`config.mk`:
```
export PLATFORM = sky130hd
export DESIGN_NAME = apirq_regs
export DESIGN_NICKNAME = d
export VERILOG_FILES = /design/src/common/apirq_pkg.sv /design/src/hdl/apirq_regs.sv
export SDC_FILE = /design/constraint.sdc
export NUM_CORES = 1
export LEC_CHECK = 0
export ABC_AREA = 1
export BUFFER_PORTS_ARGS = -buffer_cell sky130_fd_sc_hd__buf_2
export CORE_ASPECT_RATIO = 0.7
export CORE_MARGIN = 3
export CORE_UTILIZATION = 35
export CTS_BUF_LIST = sky130_fd_sc_hd__clkbuf_8
export CTS_CLUSTER_DIAMETER = 120
export DETAILED_ROUTE_END_ITERATION = 8
export PLACE_DENSITY = 0.56
export SETUP_SLACK_MARGIN = 0.3
export SLEW_MARGIN = 20
export SYNTH_ARGS = -nofsm -noshare
export SYNTH_HDL_FRONTEND = slang
export SYNTH_SLANG_ARGS = --single-unit
```
`constraint.sdc`:
```
create_clock -name i_clk -period 2.1 [get_ports i_clk]
set_clock_uncertainty 0.1 [all_clocks]
set_input_delay 0.21 -clock i_clk [delete_from_list [all_inputs] [get_ports i_clk]]
set_output_delay 0.21 -clock i_clk [all_outputs]
set_load 0.01 [all_outputs]
```
`src/common/apirq_pkg.sv`:
```
// Purpose: shared constants and types of the auxiliary power and interrupt routing registers
// Assumes: 100 MHz clock, registers one per 32-bit word at byte address four times the index
// Notes:   indices are kept as printed; byte address is index shifted left by two
package apirq_pkg;

  // register indices
  localparam logic [9:0] IDX_WAKE_STATUS  = 10'h0b3;
  localparam logic [9:0] IDX_DELAY_SET    = 10'h0b8;
  localparam logic [9:0] IDX_ROUTING      = 10'h0c0;
  localparam logic [9:0] IDX_DISK_CHANGE  = 10'h0c1;
  localparam logic [9:0] IDX_WAKE_CONTROL = 10'h0d0;
  localparam logic [9:0] IDX_BLOCK_STATE  = 10'h0d1;

  // reset values (asynchronous reset is the standby power-on reset)
  localparam logic [7:0] RST_WAKE_STATUS  = 8'h00;
  localparam logic [7:0] RST_DELAY_SET    = 8'h00;
  localparam logic [7:0] RST_ROUTING      = 8'h00;
  localparam logic [7:0] RST_DISK_CHANGE  = 8'h03;
  localparam logic [7:0] RST_WAKE_CONTROL = 8'h80;

  // writable bit masks
  localparam logic [7:0] MSK_DELAY_SET    = 8'h3f;
  localparam logic [7:0] MSK_ROUTING      = 8'hfd;
  localparam logic [7:0] MSK_DISK_CHANGE  = 8'h03;
  localparam logic [7:0] MSK_WAKE_CONTROL = 8'hfb;

  // wake status and wake control bit positions
  localparam int WAKE_RX_ONE  = 0;
  localparam int WAKE_RX_TWO  = 1;
  localparam int WAKE_BUTTON  = 2;
  localparam int WAKE_RING    = 3;
  localparam int CTL_DLY_OPT  = 4;
  localparam int CTL_SMI_HIGH = 5;
  localparam int CTL_SMI_PP   = 6;
  localparam int CTL_OFF_EN   = 7;

  // routing field values for the shared pin
  localparam logic [1:0] SHARED_PME  = 2'h0;
  localparam logic [1:0] SHARED_SCI  = 2'h1;
  localparam logic [1:0] SHARED_IRQ9 = 2'h2;

  // off-delay timing
  localparam int CLK_HZ            = 100_000_000;
  localparam int DELAY_UNIT_MS     = 500;
  localparam int DELAY_UNIT_CYCLES = DELAY_UNIT_MS * (CLK_HZ / 1000);

  typedef struct packed {
    logic       smi_on_pin;
    logic [1:0] shared_sel;
    logic       sci_open_drain;
    logic       sci_active_high;
    logic       sci_on_pin;
    logic       reserved;
    logic       parallel_irq;
  } apirq_route_t;

  typedef struct packed {
    logic o;
    logic oe_n;
  } apirq_pin_t;

endpackage : apirq_pkg

```
`src/hdl/apirq_regs.sv`:
```
// Purpose: wake-event latches, off-delay timer, interrupt routing and forced disk change
// Assumes: classic Wishbone slave, one clock, asynchronous active-low standby reset
// Notes:   pins pass three flip-flops; a level counts once stages two and three agree
//
// Behaviour
// - port one receive falling edge sets bit0
// - port two receive falling edge sets bit1
// - ring indication sets bit3, clear on read
// - button press sets bit2, not to power-on
// - off delay is (value+1) times 500 ms
// - start timer on button, enable and option
// - delay setting resets to zero
// - routing bit0 selects serial or parallel irqs
// - parallel mode: boot buffer off, pins irq15/14
// - routing bit2 puts sci on frame or pin
// - routing bit3 sets sci polarity
// - routing bit4 sets sci push-pull or open-drain
// - bits 6:5 pick pme, sci or irq9 pin
// - bit5 set overrides programmed sci irq number
// - shared pin driver follows selected function
// - routing bit7 puts smi on frame or pin
// - smi pin style configurable, default low open-drain
// - force bits set-only by software, reset 0x03
// - step with drive select clears force bit
// - disk change from selects, force bits, input
// - force bit shows change once drive selected
// - force bit0 drive0, bit1 drive1, upper zero
// - status bit one means event since clear
//
// The Wishbone register port was left to the implementer.
`timescale 1ns/1ps
`default_nettype none

module apirq_regs #(
  parameter int P_DELAY_UNIT_CYCLES = apirq_pkg::DELAY_UNIT_CYCLES
) (
  input  wire logic        i_clk,
  input  wire logic        i_resetn,
  // wishbone slave
  input  wire logic        i_wb_cyc,
  input  wire logic        i_wb_stb,
  input  wire logic        i_wb_we,
  input  wire logic [11:0] i_wb_adr,
  input  wire logic [3:0]  i_wb_sel,
  input  wire logic [31:0] i_wb_dat,
  output logic      [31:0] o_wb_dat,
  output logic             o_wb_ack,
  // pins
  input  wire logic        i_port_one_rx_wake,
  input  wire logic        i_port_two_rx_wake,
  input  wire logic        i_power_button_n,
  input  wire logic        i_ring_indicator_pin_n,
  input  wire logic        i_drive_step_signal_n,
  input  wire logic        i_drive_select_zero_n,
  input  wire logic        i_drive_select_one_n,
  input  wire logic        i_disk_change_input_n,
  // interrupt sources from the same clock domain, active high
  input  wire logic        i_sci_event,
  input  wire logic        i_smi_event,
  input  wire logic        i_pme_event,
  input  wire logic        i_irq9_event,
  input  wire logic        i_irq14_event,
  input  wire logic        i_irq15_event,
  // power control
  output logic             o_power_on_output_n,
  output logic             o_off_delay_done,
  output logic             o_off_delay_running,
  // interrupt routing
  output logic             o_serial_irq_mode,
  output logic             o_boot_buffer_enable,
  output logic             o_sci_irq_override,
  output logic             o_sci_frame_req,
  output logic             o_smi_frame_irq2_req,
  output logic             o_serial_irq_pin_o,
  output logic             o_serial_irq_pin_oe_n,
  output logic             o_bus_clock_pin_o,
  output logic             o_bus_clock_pin_oe_n,
  output logic             o_shared_pin_o,
  output logic             o_shared_pin_oe_n,
  output logic             o_dedicated_smi_pin_o,
  output logic             o_dedicated_smi_pin_oe_n,
  // floppy
  output logic             o_disk_change_bit
);

  localparam int NPIN = 8;

  // pin synchroniser and filtered levels
  logic [NPIN-1:0] sync1_reg;
  logic [NPIN-1:0] sync2_reg;
  logic [NPIN-1:0] sync3_reg;
  logic [NPIN-1:0] level_reg;
  logic [NPIN-1:0] pin_raw;
  logic [NPIN-1:0] fall;

  assign pin_raw = {i_disk_change_input_n, i_drive_select_one_n, i_drive_select_zero_n,
                    i_drive_step_signal_n, i_ring_indicator_pin_n, i_power_button_n,
                    i_port_two_rx_wake, i_port_one_rx_wake};

  always_ff @(posedge i_clk or negedge i_resetn) begin
    if (!i_resetn) begin
      sync1_reg <= '1;
      sync2_reg <= '1;
      sync3_reg <= '1;
      level_reg <= '1;
    end else begin
      sync1_reg <= pin_raw;
      sync2_reg <= sync1_reg;
      sync3_reg <= sync2_reg;
      level_reg <= (sync2_reg & sync3_reg) | (level_reg & (sync2_reg | sync3_reg));
    end
  end

  // a fall counts when the agreed level moves from high to low
  assign fall = level_reg & ~sync2_reg & ~sync3_reg;

  logic rx_one_fall;
  logic rx_two_fall;
  logic button_fall;
  logic ring_fall;
  logic step_act;
  logic ds0_act;
  logic ds1_act;
  logic dskchg_act;

  assign rx_one_fall = fall[0];
  assign rx_two_fall = fall[1];
  assign button_fall = fall[2];
  assign ring_fall   = fall[3];
  assign step_act    = ~level_reg[4];
  assign ds0_act     = ~level_reg[5];
  assign ds1_act     = ~level_reg[6];
  assign dskchg_act  = ~level_reg[7];

  // bus decode
  function automatic logic hit(input logic [11:0] adr, input logic [9:0] idx);
    hit = (adr[11:2] == idx);
  endfunction : hit

  logic access;
  logic wr_lane;
  logic rd_now;
  assign access  = i_wb_cyc & i_wb_stb & ~o_wb_ack;
  assign wr_lane = access & i_wb_we & i_wb_sel[0];
  assign rd_now  = access & ~i_wb_we;

  logic                   wr_delay;
  logic                   wr_route;
  logic                   wr_disk;
  logic                   wr_ctrl;
  logic                   rd_status;
  assign wr_delay  = wr_lane & hit(i_wb_adr, apirq_pkg::IDX_DELAY_SET);
  assign wr_route  = wr_lane & hit(i_wb_adr, apirq_pkg::IDX_ROUTING);
  assign wr_disk   = wr_lane & hit(i_wb_adr, apirq_pkg::IDX_DISK_CHANGE);
  assign wr_ctrl   = wr_lane & hit(i_wb_adr, apirq_pkg::IDX_WAKE_CONTROL);
  assign rd_status = rd_now & hit(i_wb_adr, apirq_pkg::IDX_WAKE_STATUS);

  // registers
  logic [7:0]              wake_status_reg;
  logic [7:0]              delay_reg;
  apirq_pkg::apirq_route_t route_reg;
  logic [7:0]              disk_reg;
  logic [7:0]              ctrl_reg;
  logic [7:0]              wake_set;

  always_comb begin
    wake_set = 8'h00;
    wake_set[apirq_pkg::WAKE_RX_ONE] = rx_one_fall;
    wake_set[apirq_pkg::WAKE_RX_TWO] = rx_two_fall;
    wake_set[apirq_pkg::WAKE_BUTTON] = button_fall;
    wake_set[apirq_pkg::WAKE_RING]   = ring_fall;
  end

  // read clears, but an event in the same cycle survives
  always_ff @(posedge i_clk or negedge i_resetn) begin
    if (!i_resetn) begin
      wake_status_reg <= apirq_pkg::RST_WAKE_STATUS;
    end else if (rd_status) begin
      wake_status_reg <= wake_set;
    end else begin
      wake_status_reg <= wake_status_reg | wake_set;
    end
  end

  always_ff @(posedge i_clk or negedge i_resetn) begin
    if (!i_resetn) begin
      delay_reg <= apirq_pkg::RST_DELAY_SET;
    end else if (wr_delay) begin
      delay_reg <= i_wb_dat[7:0] & apirq_pkg::MSK_DELAY_SET;
    end
  end

  always_ff @(posedge i_clk or negedge i_resetn) begin
    if (!i_resetn) begin
      route_reg <= apirq_pkg::apirq_route_t'(apirq_pkg::RST_ROUTING);
    end else if (wr_route) begin
      route_reg <= apirq_pkg::apirq_route_t'(i_wb_dat[7:0] & apirq_pkg::MSK_ROUTING);
    end
  end

  always_ff @(posedge i_clk or negedge i_resetn) begin
    if (!i_resetn) begin
      ctrl_reg <= apirq_pkg::RST_WAKE_CONTROL;
    end else if (wr_ctrl) begin
      ctrl_reg <= i_wb_dat[7:0] & apirq_pkg::MSK_WAKE_CONTROL;
    end
  end

  // force bits: software only sets, step with select clears, set wins
  logic [1:0] disk_clr;
  logic [1:0] disk_set;
  assign disk_clr = {step_act & ds1_act, step_act & ds0_act};
  assign disk_set = wr_disk ? i_wb_dat[1:0] : 2'h0;

  always_ff @(posedge i_clk or negedge i_resetn) begin
    if (!i_resetn) begin
      disk_reg <= apirq_pkg::RST_DISK_CHANGE;
    end else begin
      disk_reg <= {6'h00, (disk_reg[1:0] & ~disk_clr) | disk_set};
    end
  end

  // off-delay timer
  logic        running_reg;
  logic [31:0] prescale_reg;
  logic [5:0]  units_reg;
  logic [5:0]  target_reg;
  logic        unit_end;
  logic        timer_end;
  logic        timer_start;

  assign unit_end    = (prescale_reg == 32'(P_DELAY_UNIT_CYCLES - 1));
  assign timer_end   = running_reg & unit_end & (units_reg == target_reg);
  assign timer_start = button_fall & ctrl_reg[apirq_pkg::CTL_OFF_EN]
                     & ctrl_reg[apirq_pkg::CTL_DLY_OPT] & ~running_reg;

  always_ff @(posedge i_clk or negedge i_resetn) begin
    if (!i_resetn) begin
      running_reg  <= 1'b0;
      prescale_reg <= 32'h0000_0000;
      units_reg    <= 6'h00;
      target_reg   <= 6'h00;
    end else if (timer_start) begin
      running_reg  <= 1'b1;
      prescale_reg <= 32'h0000_0000;
      units_reg    <= 6'h00;
      target_reg   <= delay_reg[5:0];
    end else if (running_reg) begin
      if (timer_end) begin
        running_reg <= 1'b0;
      end
      if (unit_end) begin
        prescale_reg <= 32'h0000_0000;
        units_reg    <= units_reg + 6'h01;
      end else begin
        prescale_reg <= prescale_reg + 32'h0000_0001;
      end
    end
  end

  // power-on request: enabled wake events assert it, the off delay releases it
  logic power_on_reg;
  logic wake_on;
  assign wake_on = (rx_one_fall & ctrl_reg[apirq_pkg::WAKE_RX_ONE])
                 | (rx_two_fall & ctrl_reg[apirq_pkg::WAKE_RX_TWO])
                 | (ring_fall & ctrl_reg[apirq_pkg::WAKE_RING]);

  always_ff @(posedge i_clk or negedge i_resetn) begin
    if (!i_resetn) begin
      power_on_reg <= 1'b0;
    end else if (wake_on) begin
      power_on_reg <= 1'b1;
    end else if (timer_end) begin
      power_on_reg <= 1'b0;
    end
  end

  // shared pin, sci and smi drive
  logic                  parallel;
  logic                  sci_pin_level;
  apirq_pkg::apirq_pin_t shared_next;
  apirq_pkg::apirq_pin_t smi_next;
  logic                  smi_level;

  assign parallel      = route_reg.parallel_irq;
  assign sci_pin_level = route_reg.sci_active_high ? i_sci_event : ~i_sci_event;
  assign smi_level     = ctrl_reg[apirq_pkg::CTL_SMI_HIGH] ? i_smi_event : ~i_smi_event;

  always_comb begin
    shared_next = '{o: 1'b1, oe_n: 1'b1};
    case (route_reg.shared_sel)
      apirq_pkg::SHARED_PME: begin
        shared_next = '{o: 1'b0, oe_n: ~i_pme_event};
      end
      apirq_pkg::SHARED_SCI: begin
        if (!route_reg.sci_on_pin) begin
          shared_next = '{o: ~route_reg.sci_active_high, oe_n: route_reg.sci_open_drain};
        end else if (route_reg.sci_open_drain) begin
          shared_next = '{o: 1'b0, oe_n: sci_pin_level};
        end else begin
          shared_next = '{o: sci_pin_level, oe_n: 1'b0};
        end
      end
      apirq_pkg::SHARED_IRQ9: begin
        shared_next = '{o: i_irq9_event, oe_n: 1'b0};
      end
      default: begin
        shared_next = '{o: 1'b1, oe_n: 1'b1};
      end
    endcase
    if (!route_reg.smi_on_pin) begin
      smi_next = '{o: 1'b1, oe_n: 1'b1};
    end else if (ctrl_reg[apirq_pkg::CTL_SMI_PP]) begin
      smi_next = '{o: smi_level, oe_n: 1'b0};
    end else begin
      smi_next = '{o: 1'b0, oe_n: smi_level};
    end
  end

  // registered routing outputs
  always_ff @(posedge i_clk or negedge i_resetn) begin
    if (!i_resetn) begin
      o_serial_irq_mode        <= 1'b1;
      o_boot_buffer_enable     <= 1'b1;
      o_sci_irq_override       <= 1'b0;
      o_sci_frame_req          <= 1'b0;
      o_smi_frame_irq2_req     <= 1'b0;
      o_serial_irq_pin_o       <= 1'b0;
      o_serial_irq_pin_oe_n    <= 1'b1;
      o_bus_clock_pin_o        <= 1'b0;
      o_bus_clock_pin_oe_n     <= 1'b1;
      o_shared_pin_o           <= 1'b1;
      o_shared_pin_oe_n        <= 1'b1;
      o_dedicated_smi_pin_o    <= 1'b1;
      o_dedicated_smi_pin_oe_n <= 1'b1;
    end else begin
      o_serial_irq_mode        <= ~parallel;
      o_boot_buffer_enable     <= ~parallel;
      o_sci_irq_override       <= route_reg.shared_sel[0];
      o_sci_frame_req          <= i_sci_event & ~route_reg.sci_on_pin;
      o_smi_frame_irq2_req     <= i_smi_event & ~route_reg.smi_on_pin;
      o_serial_irq_pin_o       <= i_irq15_event;
      o_serial_irq_pin_oe_n    <= ~parallel;
      o_bus_clock_pin_o        <= i_irq14_event;
      o_bus_clock_pin_oe_n     <= ~parallel;
      o_shared_pin_o           <= shared_next.o;
      o_shared_pin_oe_n        <= shared_next.oe_n;
      o_dedicated_smi_pin_o    <= smi_next.o;
      o_dedicated_smi_pin_oe_n <= smi_next.oe_n;
    end
  end

  // floppy and power outputs
  always_ff @(posedge i_clk or negedge i_resetn) begin
    if (!i_resetn) begin
      o_disk_change_bit   <= 1'b0;
      o_power_on_output_n <= 1'b1;
      o_off_delay_done    <= 1'b0;
      o_off_delay_running <= 1'b0;
    end else begin
      o_disk_change_bit   <= (ds0_act & disk_reg[0]) | (ds1_act & disk_reg[1])
                           | dskchg_act;
      o_power_on_output_n <= ~power_on_reg;
      o_off_delay_done    <= timer_end;
      o_off_delay_running <= running_reg;
    end
  end

  // bus answer: one wait state, unmapped reads return zero
  logic [7:0] rd_byte;
  always_comb begin
    rd_byte = 8'h00;
    if (hit(i_wb_adr, apirq_pkg::IDX_WAKE_STATUS)) begin
      rd_byte = wake_status_reg & 8'h0f;
    end else if (hit(i_wb_adr, apirq_pkg::IDX_DELAY_SET)) begin
      rd_byte = delay_reg;
    end else if (hit(i_wb_adr, apirq_pkg::IDX_ROUTING)) begin
      rd_byte = route_reg;
    end else if (hit(i_wb_adr, apirq_pkg::IDX_DISK_CHANGE)) begin
      rd_byte = disk_reg;
    end else if (hit(i_wb_adr, apirq_pkg::IDX_WAKE_CONTROL)) begin
      rd_byte = ctrl_reg;
    end else if (hit(i_wb_adr, apirq_pkg::IDX_BLOCK_STATE)) begin
      rd_byte = {5'h00, o_disk_change_bit, power_on_reg, running_reg};
    end
  end

  always_ff @(posedge i_clk or negedge i_resetn) begin
    if (!i_resetn) begin
      o_wb_ack <= 1'b0;
      o_wb_dat <= 32'h0000_0000;
    end else begin
      o_wb_ack <= access;
      if (rd_now) begin
        o_wb_dat <= {24'h00_0000, rd_byte};
      end
    end
  end

endmodule : apirq_regs

`default_nettype wire

```
# Word level (Yosys, flattened, before mapping)
# Cells that the tools add are included.
[word_totals] ff_bits=131 out_inout_bits=50 input_bits=67
[op_classes] n_eq_ne=10 add_sub_neg=2 reduce_logical=5 bitwise_logic=55 muxes=26
[op_table] cell="two-way mux 32 bit" count=3
[op_table] cell="equality test 10 x 8 -> 1 bit (second input constant)" count=6
[op_table] cell="two-way mux 8 bit" count=6
[op_table] cell="adder 32 x 1 -> 32 bit (second input constant)" count=1
[op_table] cell="equality test 32 x 26 -> 1 bit (second input constant)" count=1
[op_table] cell="bitwise AND 1 bit" count=24
[op_table] cell="two-way mux 6 bit" count=3
[op_table] cell="bitwise AND 8 bit" count=2
[op_table] cell="bitwise OR 8 bit" count=2
[op_table] cell="inverter 1 bit" count=15
[op_table] cell="two-way mux 2 bit" count=5
[op_table] cell="bitwise AND 4 bit" count=2
[op_table] cell="inverter 4 bit" count=2
[op_table] cell="bitwise OR 8 x 4 -> 8 bit" count=1
[op_table] cell="two-way mux 1 bit" count=7
[op_table] cell="adder 6 x 1 -> 6 bit (second input constant)" count=1
[op_table] cell="equality test 6 bit" count=1
[op_table] cell="case mux 2 bit (3 select lines)" count=1
[op_table] cell="nonzero test 2 bit" count=3
[op_table] cell="bitwise OR 1 bit" count=4
[op_table] cell="two-way mux 3 bit" count=1
[op_table] cell="bitwise AND 2 bit" count=1
[op_table] cell="equality test 2 x 1 -> 1 bit (second input constant)" count=1
[op_table] cell="equality test 2 bit (second input constant)" count=1
[op_table] cell="4 further kinds" count=4

# Logic depth before layout (Yosys ltp)
[depth] word_depth=8 mapped_depth=12

# Worst setup path after synthesis
# No wires, ideal clock.
[synth_path] path_kind="reg-to-reg" from="register prescale_reg[0]" to="register prescale_reg[25]" path_stages_with_launch=12 arrival_ns=1.432 path_buffers=1 synth_period_minus_slack_ns=1.648 path_slack_ns=0.452 setup_time_ns=0.116 path_cell_list="dfrtp_1 -> ha_1 -> nand2_2 -> nor2_4 -> nand2_2 -> nor2_2 -> nand3_2 -> nand2_2 -> buf_6 -> nor2_1 -> nand2_1 -> nand2_1"
[synth_between] elab_chain_len=4
[synth_lines] element="start: declaration" line_no="apirq_regs.sv:225" text="logic [31:0] prescale_reg;"
[synth_lines] element="start signal: assignment" line_no="apirq_regs.sv:256" text="prescale_reg <= prescale_reg + 32'h0000_0001;"
[synth_lines] element="adder 32 x 1 -> 32 bit or equality test 32 x 26 -> 1 bit (tied branches)" line_no="apirq_regs.sv:256, apirq_regs.sv:232"
[synth_lines] element="two-way mux 32 bit (*)" line_no="apirq_regs.sv:252" text="if (unit_end) begin"
[synth_lines] element="two-way mux 32 bit (*)" line_no="apirq_regs.sv:248" text="end else if (running_reg) begin"
[synth_lines] element="two-way mux 32 bit (*)" line_no="apirq_regs.sv:243" text="end else if (timer_start) begin"
# Every way passes the cells marked *; elsewhere a longest branch is shown, timed or not. The select of a mux whose other input is x is not followed.
# A chain may end at the register's enable or synchronous reset.

# Final worst setup path
[layout_path] from="register prescale_reg[1]" to="register prescale_reg[20]"
# Same word-level chain as after synthesis.

==> metrics.log <==
INFO  metric synth-warning-count = 0
INFO  metric timing.critical_path.arrival = 2.00 ns
INFO  metric start_util = 36.7%
INFO  metric io_buffers = 63
INFO  metric multi_input_area = 2890 um^2
INFO  metric register_area = 3240 um^2
INFO  metric postSynthRegisterBits = 127
INFO  metric worstPathRequired = 2.33 ns
INFO  metric maxClockFrequency = 565 MHz
INFO  metric commonest_cells_after_routing_fill_and_taps_aside = 201 x sky130_fd_sc_hd__nand2_1, 85 x sky130_fd_sc_hd__inv_1, 75 x sky130_fd_sc_hd__dfrtp_1, 62 x sky130_fd_sc_hd__buf_2, 59 x sky130_fd_sc_hd__nor2_1
INFO  metric avgRoutedWirePerCell = 14.7 um
INFO  metric die_footprint = 20100 um^2
INFO  metric post_synthesis_xor_xnor_area_fraction = 2.17%
INFO  metric power_share_of_the_clock_group = 42.7%
INFO  metric min-delay-path-class = primary input to flop
INFO  metric place_inst = 1068
INFO  metric final_min_period_over_clock_period = 84.2%
INFO  metric ctsHtreeMaxLevel = 4
INFO  metric sequentialPowerShare = 52.2%
INFO  metric synthSimpleGateAreaFrac = 29.0%
INFO  metric synth_fa_ha_area_share = 1.16%
INFO  metric std_cell_rows = 40
INFO  metric via_count_of_the_first_global_routing_pass = 5042
INFO  metric antennaDiodeCount = 0
INFO  metric gr-usage-all-layers = 16.9%
INFO  metric ir_drop = 389 uV
INFO  metric cts-buffers-inserted = 17
INFO  metric antenna_violating_nets_post_route = 0
INFO  metric vias = 5426
INFO  metric drt_iter0_markers = 478
INFO  metric internal_power = 3.61 mW
INFO  metric power.share.combinational = 5.1%
INFO  metric final-instance-count-excl-fill = 1141
INFO  metric boundaryPins = 117
INFO  metric min_period = 1.77 ns
INFO  metric power.density_cell_area = 612 nW/um^2
INFO  metric nFillCells = 1767
INFO  metric via_per_inst = 4.76
INFO  metric layout-drive-gt1-share = 28.8%
INFO  metric power = 4.91 mW
INFO  metric grt.overflow.total = 0
INFO  metric first_pass_grt_wire_length = 26.8 mm
INFO  metric dp_hpwl = 12.1 mm
INFO  metric detail_route.wirelength = 16.8 mm
INFO  metric firstDrtPassIters = 4
INFO  metric synth.yosys.seq_area_share = 50.0%
INFO  metric cts-root-to-sink-buffers = 2
INFO  metric p_sw_share = 26.5%
INFO  metric largest_reg_flops = 32
INFO  metric numClockSinks = 127
INFO  metric coreArea = 17600 um^2
INFO  metric syn_to_final_growth = 24.2%
INFO  metric initial_antenna_violation_count = 0
INFO  metric synth_area = 6460 um^2
INFO  metric synth_top_family_by_area = simple AND/OR/NAND/NOR gates
INFO  metric run_status = complete, no violations
INFO  metric critical_path.startpoint_type = flop
INFO  metric final_net_count = 966
INFO  metric final-max-slew-violation-count = 0
INFO  metric cts.reportedPaths.clkPinSlew = 0.08 ns
INFO  metric clock_tree_from_tritoncts = built
INFO  metric layout_commonest_cell = sky130_fd_sc_hd__nand2_1
INFO  metric critical_path_peak_fanout = 6
INFO  metric power.static_leakage = 3.56 nW
INFO  metric postSynthCellCount = 778
INFO  metric finalHoldViolations = 0
INFO  metric cts_root_buf = sky130_fd_sc_hd__clkbuf_8
INFO  metric synth_compound_gate_area_share = 7.53%
INFO  metric switching_power = 1.30 mW
INFO  metric max-cap-violations = 0
INFO  metric die_width = 168 um
INFO  metric finalSetupViolations = 0
INFO  metric clkLatencyLatePin = 0.44 ns
INFO  metric synth.mux.area_fraction = 0%
INFO  metric synth_area_per_cell = 8.30 um^2
INFO  metric crit_type = flop to flop
INFO  metric die-height = 120 um
INFO  metric pin_count_of_the_biggest_net_entering_global_routing = 51
INFO  metric place.gp.congestion = 0.904
INFO  metric critical_path.endpoint_type = flop
INFO  metric remaining_drc_errors = 0
INFO  metric netlist-cell-type-count = 38
INFO  metric fin_setup_tns = 0 ns
INFO  metric grt_setup_unrepaired = true
==> cells in the mapped netlist <==
cell type	number	area, um^2
sky130_fd_sc_hd__nand2_1	207	777
sky130_fd_sc_hd__a22o_1	1	8.76
sky130_fd_sc_hd__nand3_1	48	240
sky130_fd_sc_hd__clkinv_1	1	3.75
sky130_fd_sc_hd__o2111ai_1	2	17.5
sky130_fd_sc_hd__o31ai_1	4	30.0
sky130_fd_sc_hd__dfrtp_1	86	2150
sky130_fd_sc_hd__nor3b_2	1	12.5
sky130_fd_sc_hd__xor2_1	13	114
sky130_fd_sc_hd__a21oi_1	8	40.0
sky130_fd_sc_hd__nand2_2	13	81.3
sky130_fd_sc_hd__o221ai_1	1	8.76
sky130_fd_sc_hd__buf_6	3	33.8
sky130_fd_sc_hd__clkbuf_1	2	7.51
sky130_fd_sc_hd__inv_2	4	15.0
sky130_fd_sc_hd__nand4_1	26	163
sky130_fd_sc_hd__nor3_1	13	65.1
sky130_fd_sc_hd__o21bai_1	3	22.5
sky130_fd_sc_hd__nand3_2	3	30.0
sky130_fd_sc_hd__conb_1	1	3.75
sky130_fd_sc_hd__a31oi_1	2	12.5
sky130_fd_sc_hd__buf_4	29	218
sky130_fd_sc_hd__nand3_4	1	17.5
sky130_fd_sc_hd__nor2_1	70	263
sky130_fd_sc_hd__o21ai_0	48	240
sky130_fd_sc_hd__nor2_4	11	124
sky130_fd_sc_hd__ha_1	2	25.0
sky130_fd_sc_hd__nand4_2	2	25.0
sky130_fd_sc_hd__nor3_2	2	20.0
sky130_fd_sc_hd__o22ai_1	9	56.3
sky130_fd_sc_hd__inv_1	86	323
sky130_fd_sc_hd__xnor2_1	3	26.3
sky130_fd_sc_hd__dfstp_2	41	1080
sky130_fd_sc_hd__buf_2	10	50.1
sky130_fd_sc_hd__o211ai_1	4	30.0
sky130_fd_sc_hd__o21ai_1	4	20.0
sky130_fd_sc_hd__maj3_1	5	50.1
sky130_fd_sc_hd__nor2_2	9	56.3
==> critical path, cell delays in order (launching register included) <==
cell	delay, ns
sky130_fd_sc_hd__dfrtp_1	0.37
sky130_fd_sc_hd__ha_2	0.22
sky130_fd_sc_hd__nand2_4	0.07
sky130_fd_sc_hd__nor2_4	0.16
sky130_fd_sc_hd__nand2_2	0.09
sky130_fd_sc_hd__nor2_4	0.13
sky130_fd_sc_hd__nand3_4	0.10
sky130_fd_sc_hd__nand2_4	0.09
sky130_fd_sc_hd__clkinvlp_4	0.09
sky130_fd_sc_hd__buf_6	0.15
sky130_fd_sc_hd__nand3_2	0.05
sky130_fd_sc_hd__nand2_1	0.05
==> path summary, 6_finish.rpt <==
kind	to	slack, ns	start	depth (start not counted)
max reg2reg	prescale_reg[20]	0.33	prescale_reg[1]	11
max in group asynchronous	o_shared_pin_oe_n	1.04	i_resetn	3
min reg2reg	sync2_reg[6]	0.26	sync1_reg[6]	0
max	prescale_reg[20]	0.33	prescale_reg[1]	11
min in group asynchronous	wake_status_reg[3]	0.18	i_resetn	2
min	delay_reg[0]	0.03	i_wb_dat[0]	3
==> area by class of cell <==
| class | count | share of cell area, % |
|---|---|---|
| multi-input cells | 539 | 36.0 |
| clock inverters | 15 | 1.87 |
| repair buffers | 121 | 10.9 |
| clock buffers | 17 | 2.92 |
| inverters | 91 | 4.34 |
| well taps | 231 | 3.60 |
| flip-flops and latches | 127 | 40.4 |
==> cell families after synthesis <==
kind of cell,count (synthesis)
AOI/OAI and AO/OA,86
adders and majority gates,7
xor gates and xnor gates,16
and+or+nand+nor,406
other,1
buffers and inverters,135
DFF,127
==> power by group through the flow <==
stage                     Combinational, mW  Sequential [mW]  Clock, mW
final                                 0.251             2.56       2.09
after floorplan                       0.112             2.61          0
after global placement                0.213             2.61          0
after CTS                             0.251             2.56       2.17
after global routing                  0.284             2.57       2.27
after detailed placement              0.216             2.61          0
==> timing repair <==
action,in CTS,in global routing
setup endpoints to repair,25,49
hold buffers,25,0
gates cloned,0,1
gates resized for setup,18,52
endpoints found under the hold margin,85,0
setup buffers,11,4
pin swaps,8,12
==> per-layer routing <==
metal | global-route usage, % | share of wire, % | vias up
li1 | - | - | 2693
met1 | 27.2 | 52 | 2569
met2 | 22.5 | 40 | 158
met3 | 4.18 | 7.1 | 6
met4 | 3.37 | 0.46 | 0
met5 | 0 | 0 | -
==> through the flow <==
| step | hold slack (ns) | worst slack, ns | area (um^2) | util, % |
|---|---|---|---|---|
| 2_1_floorplan | -0.186 | 0.452 | 6550 | - |
| 3_3_place_gp | 0.0919 | 0.234 | 6990 | 39.7 |
| 3_5_place_dp | 0.0936 | 0.255 | 6990 | 39.7 |
| 4_1_cts | 0.00139 | 0.287 | 7780 | 44.2 |
| 5_1_grt | 0.0451 | 0.212 | 8020 | 45.5 |
| 6_report | 0.0331 | 0.331 | 8020 | 45.5 |
No activity file was read; power rests on OpenSTA's default activity.
